<file path="src/verilog/tmc_pkg.sv">
/*
 package of the 8-bit core: sizes, instruction coding, carrier structs
 and the reset image of the core state. assumes a single 100 MHz clock.
*/
package tmc_pkg;

    localparam int unsigned DW      = 8;
    localparam int unsigned IW      = 16;
    localparam int unsigned NREG    = 16;
    localparam int unsigned STK_MAX = 15;

    localparam logic [7:0] RST_PC  = 8'h00;
    localparam logic [7:0] IRQ_VEC = 8'hff;

    ////////////////////////////////////////////////////////////////////////
    // major opcode, instr[15:12]; 0..7 are alu ops with a constant
    localparam logic [3:0] OP_ALUR  = 4'h8;
    localparam logic [3:0] OP_MISC  = 4'h9;
    localparam logic [3:0] OP_IN_K  = 4'ha;
    localparam logic [3:0] OP_IN_R  = 4'hb;
    localparam logic [3:0] OP_OUT_K = 4'hc;
    localparam logic [3:0] OP_OUT_R = 4'hd;
    localparam logic [3:0] OP_JUMP  = 4'he;
    localparam logic [3:0] OP_CALL  = 4'hf;

    // alu function
    localparam logic [2:0] F_LOAD  = 3'h0;
    localparam logic [2:0] F_AND   = 3'h1;
    localparam logic [2:0] F_OR    = 3'h2;
    localparam logic [2:0] F_XOR   = 3'h3;
    localparam logic [2:0] F_ADD   = 3'h4;
    localparam logic [2:0] F_ADDCY = 3'h5;
    localparam logic [2:0] F_SUB   = 3'h6;
    localparam logic [2:0] F_SUBCY = 3'h7;

    // misc group, instr[7:4]
    localparam logic [3:0] M_SHIFT = 4'h0;
    localparam logic [3:0] M_RET   = 4'h1;
    localparam logic [3:0] M_RETI  = 4'h2;
    localparam logic [3:0] M_IE    = 4'h3;

    // shift code, instr[3:0]; codes from SH_LEFT up shift left
    localparam logic [3:0] SH_ZERO = 4'h0;
    localparam logic [3:0] SH_ONE  = 4'h1;
    localparam logic [3:0] SH_EXT  = 4'h2;
    localparam logic [3:0] SH_CY   = 4'h3;
    localparam logic [3:0] SH_ROT  = 4'h4;
    localparam logic [3:0] SH_LEFT = 4'h5;

    // condition, instr[11:8] of jump/call, instr[3:0] of return
    localparam logic [3:0] C_ALW = 4'h0;
    localparam logic [3:0] C_Z   = 4'h4;
    localparam logic [3:0] C_NZ  = 4'h5;
    localparam logic [3:0] C_C   = 4'h6;
    localparam logic [3:0] C_NC  = 4'h7;

    ////////////////////////////////////////////////////////////////////////
    typedef struct packed {
        logic [7:0] psel;
        logic [7:0] data;
        logic       rd;
        logic       wr;
    } tmc_io_t;

    typedef struct packed {
        logic       en;
        logic [3:0] idx;
        logic [7:0] data;
    } tmc_wr_t;

    typedef struct packed {
        logic       c;
        logic       z;
        logic [7:0] y;
    } tmc_alu_t;

    typedef struct packed {
        logic [NREG-1:0][7:0] r;
    } tmc_rb_t;

    typedef struct packed {
        logic [7:0]              pc;
        logic                    ph;
        logic                    z;
        logic                    c;
        logic                    ie;
        logic                    sz;
        logic                    sc;
        logic [3:0]              sp;
        logic [STK_MAX-1:0][7:0] stk;
        logic [7:0]              psel;
        logic [7:0]              pout;
        logic                    rd;
        logic                    wr;
        logic [3:0]              rdst;
    } tmc_state_t;

    localparam tmc_state_t ST_RESET = '0;

endpackage

</file>
<file path="src/verilog/tmc_core.sv">
/*
 8-bit core: fetch/execute in two cycles, call stack, interrupt and
 port strobes. assumes a program memory with one-cycle synchronous read
 on i_mclk and port logic on the same clock.
*/
`timescale 1ns/1ps
module tmc_core
#(
    parameter int unsigned STK_DEPTH = tmc_pkg::STK_MAX
)
(
    input  wire logic         i_mclk,
    input  wire logic         i_resetn,
    output logic [7:0]        o_addr,
    input  wire logic [15:0]  i_instr,
    input  wire logic [7:0]   i_in_port,
    input  wire logic         i_interrupt,
    output tmc_pkg::tmc_io_t  o_io
);

    if (STK_DEPTH < 2 || STK_DEPTH > tmc_pkg::STK_MAX)
    begin : g_chk
        $error("STK_DEPTH out of range");
    end

    localparam logic [3:0] SP_LAST = 4'(STK_DEPTH - 1);

    tmc_pkg::tmc_state_t s_ff;
    tmc_pkg::tmc_state_t nxt_s;
    tmc_pkg::tmc_wr_t    rb_wr;
    tmc_pkg::tmc_alu_t   res;

    logic [3:0] op;
    logic [3:0] sx;
    logic [3:0] sy;
    logic [7:0] kk;
    logic [7:0] rx;
    logic [7:0] ry;
    logic       irq;
    logic [3:0] sp_dn;

    ////////////////////////////////////////////////////////////////////////
    // helpers

    function automatic logic cond_ok(input logic [3:0] cc, input logic z,
                                     input logic c);
        logic ok;
        ok = 1'b0;
        case (cc)
            tmc_pkg::C_ALW: ok = 1'b1;
            tmc_pkg::C_Z:   ok = z;
            tmc_pkg::C_NZ:  ok = ~z;
            tmc_pkg::C_C:   ok = c;
            tmc_pkg::C_NC:  ok = ~c;
            default:        ok = 1'b0;
        endcase
        return ok;
    endfunction

    // carry of SUB is the borrow
    function automatic tmc_pkg::tmc_alu_t alu(input logic [2:0] f,
        input logic [7:0] a, input logic [7:0] b, input logic cin);
        tmc_pkg::tmc_alu_t r;
        logic [8:0]        w;
        w = '0;
        case (f)
            tmc_pkg::F_LOAD:  w = {cin, b};
            tmc_pkg::F_AND:   w = {1'b0, a & b};
            tmc_pkg::F_OR:    w = {1'b0, a | b};
            tmc_pkg::F_XOR:   w = {1'b0, a ^ b};
            tmc_pkg::F_ADD:   w = {1'b0, a} + {1'b0, b};
            tmc_pkg::F_ADDCY: w = {1'b0, a} + {1'b0, b} + {8'h00, cin};
            tmc_pkg::F_SUB:   w = {1'b0, a} - {1'b0, b};
            tmc_pkg::F_SUBCY: w = {1'b0, a} - {1'b0, b} - {8'h00, cin};
            default:          w = '0;
        endcase
        r.y = w[7:0];
        r.c = w[8];
        r.z = (w[7:0] == 8'h00);
        return r;
    endfunction

    function automatic tmc_pkg::tmc_alu_t shf(input logic [3:0] code,
        input logic [7:0] a, input logic cin);
        tmc_pkg::tmc_alu_t r;
        logic              left;
        logic [3:0]        k;
        logic              fill;
        left = (code >= tmc_pkg::SH_LEFT);
        k    = left ? code - tmc_pkg::SH_LEFT : code;
        case (k)
            tmc_pkg::SH_ZERO: fill = 1'b0;
            tmc_pkg::SH_ONE:  fill = 1'b1;
            tmc_pkg::SH_EXT:  fill = left ? a[0] : a[7];
            tmc_pkg::SH_CY:   fill = cin;
            tmc_pkg::SH_ROT:  fill = left ? a[7] : a[0];
            default:          fill = 1'b0;
        endcase
        r.y = left ? {a[6:0], fill} : {fill, a[7:1]};
        r.c = left ? a[7] : a[0];
        r.z = (r.y == 8'h00);
        return r;
    endfunction

    function automatic logic [3:0] sp_up(input logic [3:0] p);
        return (p == SP_LAST) ? 4'h0 : p + 4'h1;
    endfunction

    ////////////////////////////////////////////////////////////////////////
    // decode; instruction word is valid only in phase 1

    assign op  = i_instr[15:12];
    assign sx  = i_instr[11:8];
    assign sy  = i_instr[7:4];
    assign kk  = i_instr[7:0];
    assign irq = s_ff.ph & s_ff.ie & i_interrupt;
    assign sp_dn = (s_ff.sp == 4'h0) ? SP_LAST : s_ff.sp - 4'h1;

    tmc_regbank u_rb
    (
        .i_mclk (i_mclk),
        .i_wr   (rb_wr),
        .i_ra   (sx),
        .i_rb   (sy),
        .o_qa   (rx),
        .o_qb   (ry)
    );

    ////////////////////////////////////////////////////////////////////////
    // next state

    always_comb
    begin
        nxt_s    = s_ff;
        rb_wr    = '0;
        res      = '0;
        nxt_s.rd = 1'b0;
        nxt_s.wr = 1'b0;
        nxt_s.ph = ~s_ff.ph;
        if (!s_ff.ph)
        begin
            // input lands in phase 0, clear of phase-1 alu writes
            if (s_ff.rd)
            begin
                rb_wr.en   = 1'b1;
                rb_wr.idx  = s_ff.rdst;
                rb_wr.data = i_in_port;
            end
        end
        else if (irq)
        begin
            // the current instruction is abandoned and rerun on return
            nxt_s.stk[s_ff.sp] = s_ff.pc - 8'h01;
            nxt_s.sp = sp_up(s_ff.sp);
            nxt_s.pc = tmc_pkg::IRQ_VEC;
            nxt_s.sz = s_ff.z;
            nxt_s.sc = s_ff.c;
            nxt_s.ie = 1'b0;
        end
        else
        begin
            nxt_s.pc = s_ff.pc + 8'h01;
            case (op)
                tmc_pkg::OP_ALUR, 4'h0, 4'h1, 4'h2, 4'h3, 4'h4, 4'h5, 4'h6, 4'h7:
                begin
                    if (op == tmc_pkg::OP_ALUR)
                        res = alu(i_instr[2:0], rx, ry, s_ff.c);
                    else
                        res = alu(op[2:0], rx, kk, s_ff.c);
                    rb_wr = '{en: 1'b1, idx: sx, data: res.y};
                    if (!(op == tmc_pkg::OP_ALUR ? i_instr[2:0] == tmc_pkg::F_LOAD
                                                 : op[2:0] == tmc_pkg::F_LOAD))
                    begin
                        nxt_s.z = res.z;
                        nxt_s.c = res.c;
                    end
                end
                tmc_pkg::OP_MISC:
                begin
                    case (i_instr[7:4])
                        tmc_pkg::M_SHIFT:
                        begin
                            res     = shf(i_instr[3:0], rx, s_ff.c);
                            rb_wr   = '{en: 1'b1, idx: sx, data: res.y};
                            nxt_s.z = res.z;
                            nxt_s.c = res.c;
                        end
                        tmc_pkg::M_RET:
                        begin
                            if (cond_ok(i_instr[3:0], s_ff.z, s_ff.c))
                            begin
                                nxt_s.pc = s_ff.stk[sp_dn] + 8'h01;
                                nxt_s.sp = sp_dn;
                            end
                        end
                        tmc_pkg::M_RETI:
                        begin
                            nxt_s.pc = s_ff.stk[sp_dn] + 8'h01;
                            nxt_s.sp = sp_dn;
                            nxt_s.z  = s_ff.sz;
                            nxt_s.c  = s_ff.sc;
                            nxt_s.ie = i_instr[0];
                        end
                        tmc_pkg::M_IE:
                        begin
                            nxt_s.ie = i_instr[0];
                        end
                        default:
                        begin
                            nxt_s.pc = s_ff.pc + 8'h01;
                        end
                    endcase
                end
                tmc_pkg::OP_IN_K, tmc_pkg::OP_IN_R:
                begin
                    nxt_s.psel = (op == tmc_pkg::OP_IN_K) ? kk : ry;
                    nxt_s.rd   = 1'b1;
                    nxt_s.rdst = sx;
                end
                tmc_pkg::OP_OUT_K, tmc_pkg::OP_OUT_R:
                begin
                    nxt_s.psel = (op == tmc_pkg::OP_OUT_K) ? kk : ry;
                    nxt_s.pout = rx;
                    nxt_s.wr   = 1'b1;
                end
                tmc_pkg::OP_JUMP:
                begin
                    if (cond_ok(sx, s_ff.z, s_ff.c))
                        nxt_s.pc = kk;
                end
                tmc_pkg::OP_CALL:
                begin
                    if (cond_ok(sx, s_ff.z, s_ff.c))
                    begin
                        nxt_s.stk[s_ff.sp] = s_ff.pc;
                        nxt_s.sp = sp_up(s_ff.sp);
                        nxt_s.pc = kk;
                    end
                end
                default:
                begin
                    nxt_s.pc = s_ff.pc + 8'h01;
                end
            endcase
        end
    end

    always_ff @(posedge i_mclk or negedge i_resetn)
    begin
        if (!i_resetn)
            s_ff <= tmc_pkg::ST_RESET;
        else
            s_ff <= nxt_s;
    end

    ////////////////////////////////////////////////////////////////////////
    // outputs; the program memory sees pc through all of phase 0

    assign o_addr  = s_ff.pc;
    assign o_io.psel = s_ff.psel;
    assign o_io.data = s_ff.pout;
    assign o_io.rd   = s_ff.rd;
    assign o_io.wr   = s_ff.wr;

    ////////////////////////////////////////////////////////////////////////
    // checks

    property p_phase;
        @(posedge i_mclk) disable iff (!i_resetn)
        s_ff.ph |=> !s_ff.ph ##1 s_ff.ph;
    endproperty
    a_phase: assert property (p_phase) else $error("phase did not alternate");

    property p_pc_hold;
        @(posedge i_mclk) disable iff (!i_resetn)
        !s_ff.ph |=> $stable(s_ff.pc);
    endproperty
    a_pc_hold: assert property (p_pc_hold) else $error("pc moved mid instruction");

    property p_irq;
        @(posedge i_mclk) disable iff (!i_resetn)
        irq |=> s_ff.pc == tmc_pkg::IRQ_VEC && !s_ff.ie && s_ff.sz == $past(s_ff.z)
                && s_ff.sc == $past(s_ff.c);
    endproperty
    a_irq: assert property (p_irq) else $error("interrupt entry wrong");

    property p_jump;
        @(posedge i_mclk) disable iff (!i_resetn)
        s_ff.ph && !irq && op == tmc_pkg::OP_JUMP && cond_ok(sx, s_ff.z, s_ff.c)
        |=> s_ff.pc == $past(kk);
    endproperty
    a_jump: assert property (p_jump) else $error("jump target wrong");

    property p_seq;
        @(posedge i_mclk) disable iff (!i_resetn)
        s_ff.ph && !irq && op[3] == 1'b0 |=> s_ff.pc == $past(s_ff.pc) + 8'h01;
    endproperty
    a_seq: assert property (p_seq) else $error("pc did not step");

    property p_call_sp;
        @(posedge i_mclk) disable iff (!i_resetn)
        s_ff.ph && !irq && op == tmc_pkg::OP_CALL && cond_ok(sx, s_ff.z, s_ff.c)
        |=> s_ff.sp == sp_up($past(s_ff.sp)) && s_ff.stk[$past(s_ff.sp)] == $past(s_ff.pc);
    endproperty
    a_call_sp: assert property (p_call_sp) else $error("call push wrong");

    property p_wr_pulse;
        @(posedge i_mclk) disable iff (!i_resetn)
        o_io.wr |-> ##1 !o_io.wr && $stable(o_io.psel) && $stable(o_io.data);
    endproperty
    a_wr_pulse: assert property (p_wr_pulse) else $error("write pulse too long");

    property p_rd_pulse;
        @(posedge i_mclk) disable iff (!i_resetn)
        o_io.rd |-> !s_ff.ph ##1 (!o_io.rd && $stable(o_io.psel));
    endproperty
    a_rd_pulse: assert property (p_rd_pulse) else $error("read pulse wrong");

endmodule

</file>
<file path="src/verilog/tmc_regbank.sv">
/*
 general register bank: sixteen 8-bit registers, two read ports and
 one write port. assumes the core drives the write port; the bank has
 no reset so a reset of the core leaves its contents alone.
*/
`timescale 1ns/1ps
module tmc_regbank
(
    input  wire logic             i_mclk,
    input  tmc_pkg::tmc_wr_t      i_wr,
    input  wire logic [3:0]       i_ra,
    input  wire logic [3:0]       i_rb,
    output logic [7:0]            o_qa,
    output logic [7:0]            o_qb
);

    tmc_pkg::tmc_rb_t rb_ff;
    tmc_pkg::tmc_rb_t nxt_rb;

    ////////////////////////////////////////////////////////////////////////
    // no register is special: any index may be read or written
    always_comb
    begin
        nxt_rb = rb_ff;
        if (i_wr.en)
        begin
            nxt_rb.r[i_wr.idx] = i_wr.data;
        end
    end

    // no reset on purpose: contents survive a core reset
    always_ff @(posedge i_mclk)
    begin
        rb_ff <= nxt_rb;
    end

    assign o_qa = rb_ff.r[i_ra];
    assign o_qb = rb_ff.r[i_rb];

    property p_wr_lands;
        @(posedge i_mclk) i_wr.en |=> rb_ff.r[$past(i_wr.idx)] == $past(i_wr.data);
    endproperty
    a_wr_lands: assert property (p_wr_lands) else $error("register write lost");

endmodule
</file>
<file path="config.mk">
export PLATFORM = sky130hd
export DESIGN_NAME = tmc_core
export DESIGN_NICKNAME = d
export VERILOG_FILES = /design/src/verilog/tmc_pkg.sv /design/src/verilog/tmc_core.sv /design/src/verilog/tmc_regbank.sv
export SDC_FILE = /design/constraint.sdc
export NUM_CORES = 1
export LEC_CHECK = 0
export BUFFER_PORTS_ARGS = -buffer_cell sky130_fd_sc_hd__clkbuf_2
export CAP_MARGIN = 20
export CORE_ASPECT_RATIO = 0.7
export CORE_UTILIZATION = 50
export CTS_CLUSTER_SIZE = 14
export DETAILED_ROUTE_END_ITERATION = 8
export PLACE_DENSITY = 0.66
export SYNTH_ARGS = -nofsm -noshare
export SYNTH_HDL_FRONTEND = slang
export SYNTH_SLANG_ARGS = --single-unit
</file>
<file path="constraint.sdc">
create_clock -name i_mclk -period 5.9 [get_ports i_mclk]
set_input_delay 1.475 -clock i_mclk [delete_from_list [all_inputs] [get_ports i_mclk]]
set_output_delay 1.475 -clock i_mclk [all_outputs]
set_load 0.01 [all_outputs]
</file>
==> results of run 1 <==
## cell type report
cell class | count | area share
multi-input combinational | 1123 | 0.4479
sequential | 288 | 0.3653
timing repair buffer | 290 | 0.1014
clock buffer | 43 | 0.04205
tap | 480 | 0.02796
inverter | 64 | 0.01130
clock inverter | 9 | 0.003844
antenna | 2 | 0.0002330
## critical path, cell delays in order
cell       delay (ns)
clkbuf_2         0.21
buf_12           0.14
mux4_2           0.49
mux4_2           0.58
buf_4            0.19
inv_1            0.13
buf_4            0.14
ha_1             0.23
inv_1            0.08
ha_1             0.16
and2_1           0.23
nand3_1          0.10
mux2_2           0.31
nor4b_1          0.39
xor2_1           0.11
o2bb2ai_1        0.17
a211oi_2         0.27
o221ai_1         0.15
a22o_1           0.30
buf_12           0.18
## per-layer routing
metal  up-vias  track usage
li1       6433            -
met1      7279       0.4899
met2       815       0.4235
met3        90      0.08304
met4         0      0.07586
met5         -            0
## cell families after synthesis
family,after synthesis,synth area share
compound gates,339,0.1220
xor+xnor,52,0.02492
fa+ha+maj,72,0.05095
buf+inv,185,0.04732
flops,288,0.4295
mux,258,0.2188
simple gates,402,0.1065
## power groups by stage
| stage | registers, mW | clock network, mW | logic, mW |
|---|---|---|---|
| 6_report | 2.41 | 1.90 | 2.82 |
| 5_1_grt | 2.43 | 2.01 | 3.01 |
| 4_1_cts | 2.41 | 1.93 | 2.75 |
| 3_5_place_dp | 2.45 | 0 | 2.73 |
| 3_3_place_gp | 2.44 | 0 | 2.70 |
| 2_1_floorplan | 2.37 | 0 | 1.81 |
## final timing paths
check / from / end / slack (ns) / depth (start not counted)
min in group asynchronous: i_resetn / s_ff[109] / 0.93 / 1
max in group asynchronous: i_resetn / s_ff[51] / 3.83 / 2
setup / recovery: i_instr[8] / u_rb.rb_ff[111] / 0.18 / 20
hold / removal: o_io[9] / o_io[9] / 0.48 / 2
hold reg to reg: o_io[9] / o_io[9] / 0.48 / 2
setup reg to reg: u_rb.rb_ff[80] / u_rb.rb_ff[111] / 0.98 / 18
## sequential cells by signal, indices dropped and copies added, names as in the netlist
signal,flops
o_addr,8
o_io,18
s_ff,134
u_rb.rb_ff,128
## cells in the final DEF (no fill, tap or decap), types with 7 or more instances in the layout
cell | netlist | layout
buf_4 | 31 | 228
nand3_1 | 48 | 48
o31ai_1 | 7 | 7
nand4_1 | 8 | 8
edfxtp_1 | 128 | 128
mux2i_1 | 35 | 35
nor2b_1 | 16 | 16
nor2_1 | 98 | 98
or3_1 | 8 | 8
o21bai_1 | 10 | 10
dfrtp_1 | 160 | 160
or2_2 | 11 | 11
xor2_1 | 21 | 20
o221ai_1 | 8 | 8
nor3_1 | 33 | 32
ha_1 | 68 | 68
a211oi_1 | 14 | 12
buf_12 | 0 | 10
a21o_1 | 9 | 9
and3_1 | 21 | 21
mux2_2 | 124 | 124
a221oi_1 | 12 | 12
o22ai_1 | 13 | 13
xnor2_1 | 31 | 29
nand2b_1 | 11 | 11
a211o_1 | 7 | 7
o21ai_0 | 80 | 78
clkbuf_16 | 0 | 32
clkbuf_2 | 0 | 51
inv_1 | 61 | 60
nand2_1 | 109 | 109
a2111oi_0 | 8 | 7
o211ai_1 | 13 | 13
a31oi_1 | 14 | 14
mux4_2 | 93 | 93
a21oi_1 | 80 | 80
==> results_dict.tcl, run 1 <==
set metrics [dict create \
    status "finished clean" \
    rows 58 \
    stdcell_area_um2 21480 \
    dp_hpwl_um 43010 \
    period_needed_ns 5.722 \
    ios 53 \
    grt_max_degree 82 \
    p_int_mw 4.536 \
    yosysTopAreaCell "dfrtp_1" \
    cts-hold-fix-buffers 0 \
    die_w_um 230.5 \
    m1WireLength_um 26480 \
    start_kind "input port" \
    wire_per_inst_um 25.29 \
    die_h_um 161.9 \
    htreeDepth 1 \
    top_layer "met4" \
    cts_resized 0 \
    p_per_area_nw_per_um2 332.3 \
    drt-initial-drc-count 1989 \
    comb_power_share 0.395 \
    drc 0 \
    wl_met2_um 23560 \
    finalHoldViolCount 0 \
    yosysMostFrequentCell "dfrtp_1" \
    grt_antenna_before_repair 1 \
    place_inst 2244 \
    finalPower_mw 7.138 \
    cp.required_ns 6.22 \
    fmax_mhz 174.8 \
    start_util 0.5087 \
    yosysSeqAreaShare 0.4295 \
    clockBufferDepth 3 \
    pre_cts_slack_ns -0.4552 \
    avgSynthCellArea_um2 11.45 \
    core_area_um2 35920 \
    crit_fanout 16 \
    clkLatencyLatePin_ns 0.58 \
    vias_per_cell 6.358 \
    setup_viol 0 \
    vias 14620 \
    critPathArrivalTime_ns 6.04 \
    clock_skew_ns 0.01933 \
    synth_edf_count 128 \
    synth_area_leaders "dfrtp_1 22%, edfxtp_1 21%, mux4_2 11%, mux2_2 7.6%, ha_1 4.7%" \
    wl_um 58150 \
    syn_nets 1695 \
    critPathKind "input port to register" \
    postLayoutCoreUtil 0.5980 \
    async_flop_share 0.5556 \
    cts_tree "done" \
    placed_cell_area_um2 20450 \
    ir_drop_mv 0.2484 \
    slew_headroom 0.3081 \
    max_slew.worst_pin.slew_ns 1.033 \
    multi_input_area_um2 9622 \
    layout.nets 1895 \
    dieArea_um2 37330 \
    drv_cap 0 \
    grt_pass1_wl_um 87490 \
    seq_power_share 0.338 \
    hold_path_class "register to register" \
    postRouteAntennaNets 0 \
    synth.cell_area_um2 18270 \
    synth_cell_type_count 75 \
    timing.final.crit_share 0.9699 \
    place_congestion 0.9905 \
    cts_made_buffers 29 \
    rsz0062_at_grt "no" \
    fin_cells 2299 \
    cts_num_sinks 288 \
    overflow 0 \
    ys.flop_type "dfrtp_1" \
    drive_above_1_share 0.3242 \
    grt_pass1_vias 13880 \
    track_usage 0.3122 \
    port_buffers 52 \
    first_pass_iters 6 \
    synth_top_area_frac 0.2191 \
    worst_slack_ns 0.1777 \
    p_clk_frac 0.267 \
    power.leakage_nw 9.263 \
    fin_hold_ws_ns 0.4824 \
    slew_viol_final 0 \
    p_sw_frac 0.3645 \
    power_switching_mw 2.602 \
    synth_common_cells "160 x dfrtp_1, 128 x edfxtp_1, 124 x mux2_2" \
    final-seq-area_um2 7848 \
    num-fill-cells 2939 \
    synth_seq_cells 288 \
    clockRootBuffer "clkbuf_16" \
    synthCells 1596 \
    area_growth_pct 17.56 \
    met3_length_um 6885 \
    clk_pin_slew_ns 0.07 \
    postCtsSetupBuffers 0 \
    yosysWarnings 0 \
    end_kind "register" \
    setup_tns_ns 0 \
]
(Power assumes the default switching activity.)
==> run 2: changes to the inputs <==
--- a/config.mk
+++ b/config.mk
@@ -14,4 +14,5 @@
 export PLACE_DENSITY = 0.66
 export SYNTH_ARGS = -nofsm -noshare
 export SYNTH_HDL_FRONTEND = slang
+export SYNTH_HIERARCHICAL = 1
 export SYNTH_SLANG_ARGS = --single-unit
==> results_dict.tcl, run 2 <==
set metrics [dict create \
    crit_fanout 16 \
    drc 0 \
    synth_edf_count 128 \
    critPathMaxStageDelay_ns 0.55 \
    critPathArrivalTime_ns 5.86 \
    r2r_end "u_rb/rb_ff[126]" \
    r2r_cells 17 \
    synth_top_area_frac 0.2215 \
    wire_per_inst_um 23.71 \
    rows 57 \
    cpMaxStageDelayCell "mux4_1" \
    start_kind "input port" \
    vias_per_cell 6.273 \
    fmax_mhz 178.5 \
    postLayoutCoreUtil 0.5942 \
    cpMostUsedCell "buf_4" \
    clockBufferDepth 3 \
    drv_cap 0 \
    start_util 0.5142 \
    rrSetupSlack_ns 1.24 \
    ir_drop_mv 0.2878 \
    ios 53 \
    first_pass_iters 6 \
    cp.required_ns 6.16 \
    endpoint "u_rb/rb_ff[126]" \
    fin_cells 2385 \
    async_flop_share 0.5556 \
    finalHoldViolCount 0 \
    port_buffers 52 \
    num-fill-cells 2900 \
    multi_input_area_um2 9250 \
    cts_num_sinks 288 \
    rsz0062_at_grt "no" \
    final_common_cell "nand2_1" \
    clk_pin_slew_ns 0.06 \
    synth_cell_type_count 102 \
    min_path_cells 2 \
    clkLatencyLatePin_ns 0.57 \
    setup_viol 0 \
    largest_register_ffs 134 \
    grt_max_degree 61 \
    vias 14960 \
    grt_pass1_wl_um 86640 \
    yosysTopAreaCell "dfrtp_1" \
    dp_hpwl_um 42520 \
    yosysWarnings 6 \
    cts_made_buffers 29 \
    syn_nets 1828 \
    yosysSeqAreaShare 0.4341 \
    max_slew.worst_pin.slew_ns 1.005 \
    place_congestion 0.9884 \
    power.leakage_nw 8.689 \
    wl_um 56540 \
    htreeDepth 1 \
    layout.nets 1993 \
    finalPower_mw 7.518 \
    final-seq-area_um2 7848 \
    yosysMostFrequentCell "nand2_1" \
    grt_antenna_before_repair 0 \
    slew_headroom 0.3274 \
    track_usage 0.3082 \
    place_inst 2326 \
    critPathKind "input port to register" \
    synth_common_cells "242 x nand2_1, 178 x o21ai_0, 160 x dfrtp_1" \
    regMostFlops "s_ff" \
    p_per_area_nw_per_um2 359.8 \
    area_growth_pct 15.57 \
    end_kind "register" \
    synth_seq_cells 288 \
    clock_skew_ns 0.01879 \
    clockRootBuffer "clkbuf_16" \
    hold_path_class "register to register" \
    drt-initial-drc-count 1694 \
    synth.cell_area_um2 18080 \
    postCtsSetupBuffers 0 \
    drive_above_1_share 0.2160 \
    dieArea_um2 36930 \
    die_h_um 161.1 \
    cp-startpoint "i_instr[8]" \
    synth_area_leaders "dfrtp_1 22%, edfxtp_1 21%, mux4_2 6.4%, nand2_1 5.0%, ha_1 5.0%" \
    die_w_um 229.3 \
    overflow 0 \
    period_needed_ns 5.602 \
    regToRegStartpoint "u_rb/rb_ff[12]" \
    status "finished clean" \
    postRouteAntennaNets 0 \
    cts_tree "done" \
    grt_pass1_vias 14360 \
    timing.final.crit_share 0.9494 \
    synthCells 1725 \
    slew_viol_final 0 \
    avgSynthCellArea_um2 10.48 \
    final_cell_mix "242 x nand2_1, 204 x buf_4, 178 x o21ai_0, 160 x dfrtp_1, 128 x edfxtp_1" \
    ys.flop_type "dfrtp_1" \
    core_area_um2 35160 \
    crit_chain "clkbuf_2, buf_12, buf_4, mux4_1, a22oi_1, nand2_1, inv_1, buf_4, ha_1, inv_1, and3_1, a2111oi_0, buf_4, xnor2_1, and3_1, xnor2_1, o21ai_0, o22ai_1, nor3_1, a221o_2" \
]
## run 2: logic make-up (layout without fill, tap and decap cells)
group | after synthesis | in the layout | synth area share
AND/OR/NAND/NOR | 536 | 536 | 0.1372
AO/OA/AOI/OAI | 472 | 472 | 0.1700
other | 0 | 1 | 0
buffers and inverters | 190 | 377 | 0.05433
adder cells (fa/ha/maj) | 76 | 76 | 0.05426
flip-flops | 288 | 288 | 0.4341
XOR/XNOR | 62 | 62 | 0.03156
multiplexers | 101 | 101 | 0.1186
## run 2: metrics by stage
step	hold WS [ns]	setup slack [ns]	TNS (ns)	instance area [um2]
6_report	0.4753	0.2983	0	20890
5_1_grt	0.4883	0.08242	0	20890
4_1_cts	0.4777	0.2331	0	20850
3_5_place_dp	0.4627	-0.3134	-8.558	19850
3_3_place_gp	0.4550	-0.2413	-7.194	19830
2_1_floorplan	0.4413	0.1675	0	18080
## run 2: critical path: cells and delay by family
kind / cells / cell delay [ns]
XOR/XNOR: 2 / 0.30
multiplexers: 1 / 0.55
adder cells (fa/ha/maj): 1 / 0.22
AND/OR/NAND/NOR: 4 / 0.65
AO/OA/AOI/OAI: 5 / 1.61
buffers and inverters: 7 / 1.04
## run 2: repair_timing
item	in CTS	in global routing
gates resized for setup	0	2
endpoints found under the setup margin	0	17
hold buffers	0	0
## run 2: how the worst min path moves through the flow
stage,from,end
5_1_grt,s_ff[56],s_ff[56]
3_3_place_gp,s_ff[138],s_ff[138]
3_5_place_dp,s_ff[58],s_ff[58]
4_1_cts,s_ff[125],s_ff[125]
2_1_floorplan,s_ff[118],s_ff[118]
6_report,s_ff[56],s_ff[56]
## run 2: report_power, final
group          switching [mW]  internal [mW]  total [mW]
Clock                   0.802           1.16        1.96
Sequential              0.187           2.29        2.47
Combinational            1.86           1.22        3.08
## run 2: final cells by class
type,instances,area share
diodes,1,0.0001198
clock buffers,42,0.04006
clock inverters,11,0.007785
inverters,59,0.01078
multi-input cells,1247,0.4427
flip-flops and latches,288,0.3756
well taps,472,0.02827
repair buffers,265,0.09468
## run 2: metal layers
| metal | vias up | wire (um) | GRT usage |
|---|---|---|---|
| met5 | - | 0 | 0 |
| met4 | 0 | 811 | 0.05424 |
| met3 | 55 | 6942 | 0.09304 |
| met2 | 762 | 22340 | 0.4120 |
| met1 | 7398 | 26450 | 0.4892 |
| li1 | 6745 | - | - |
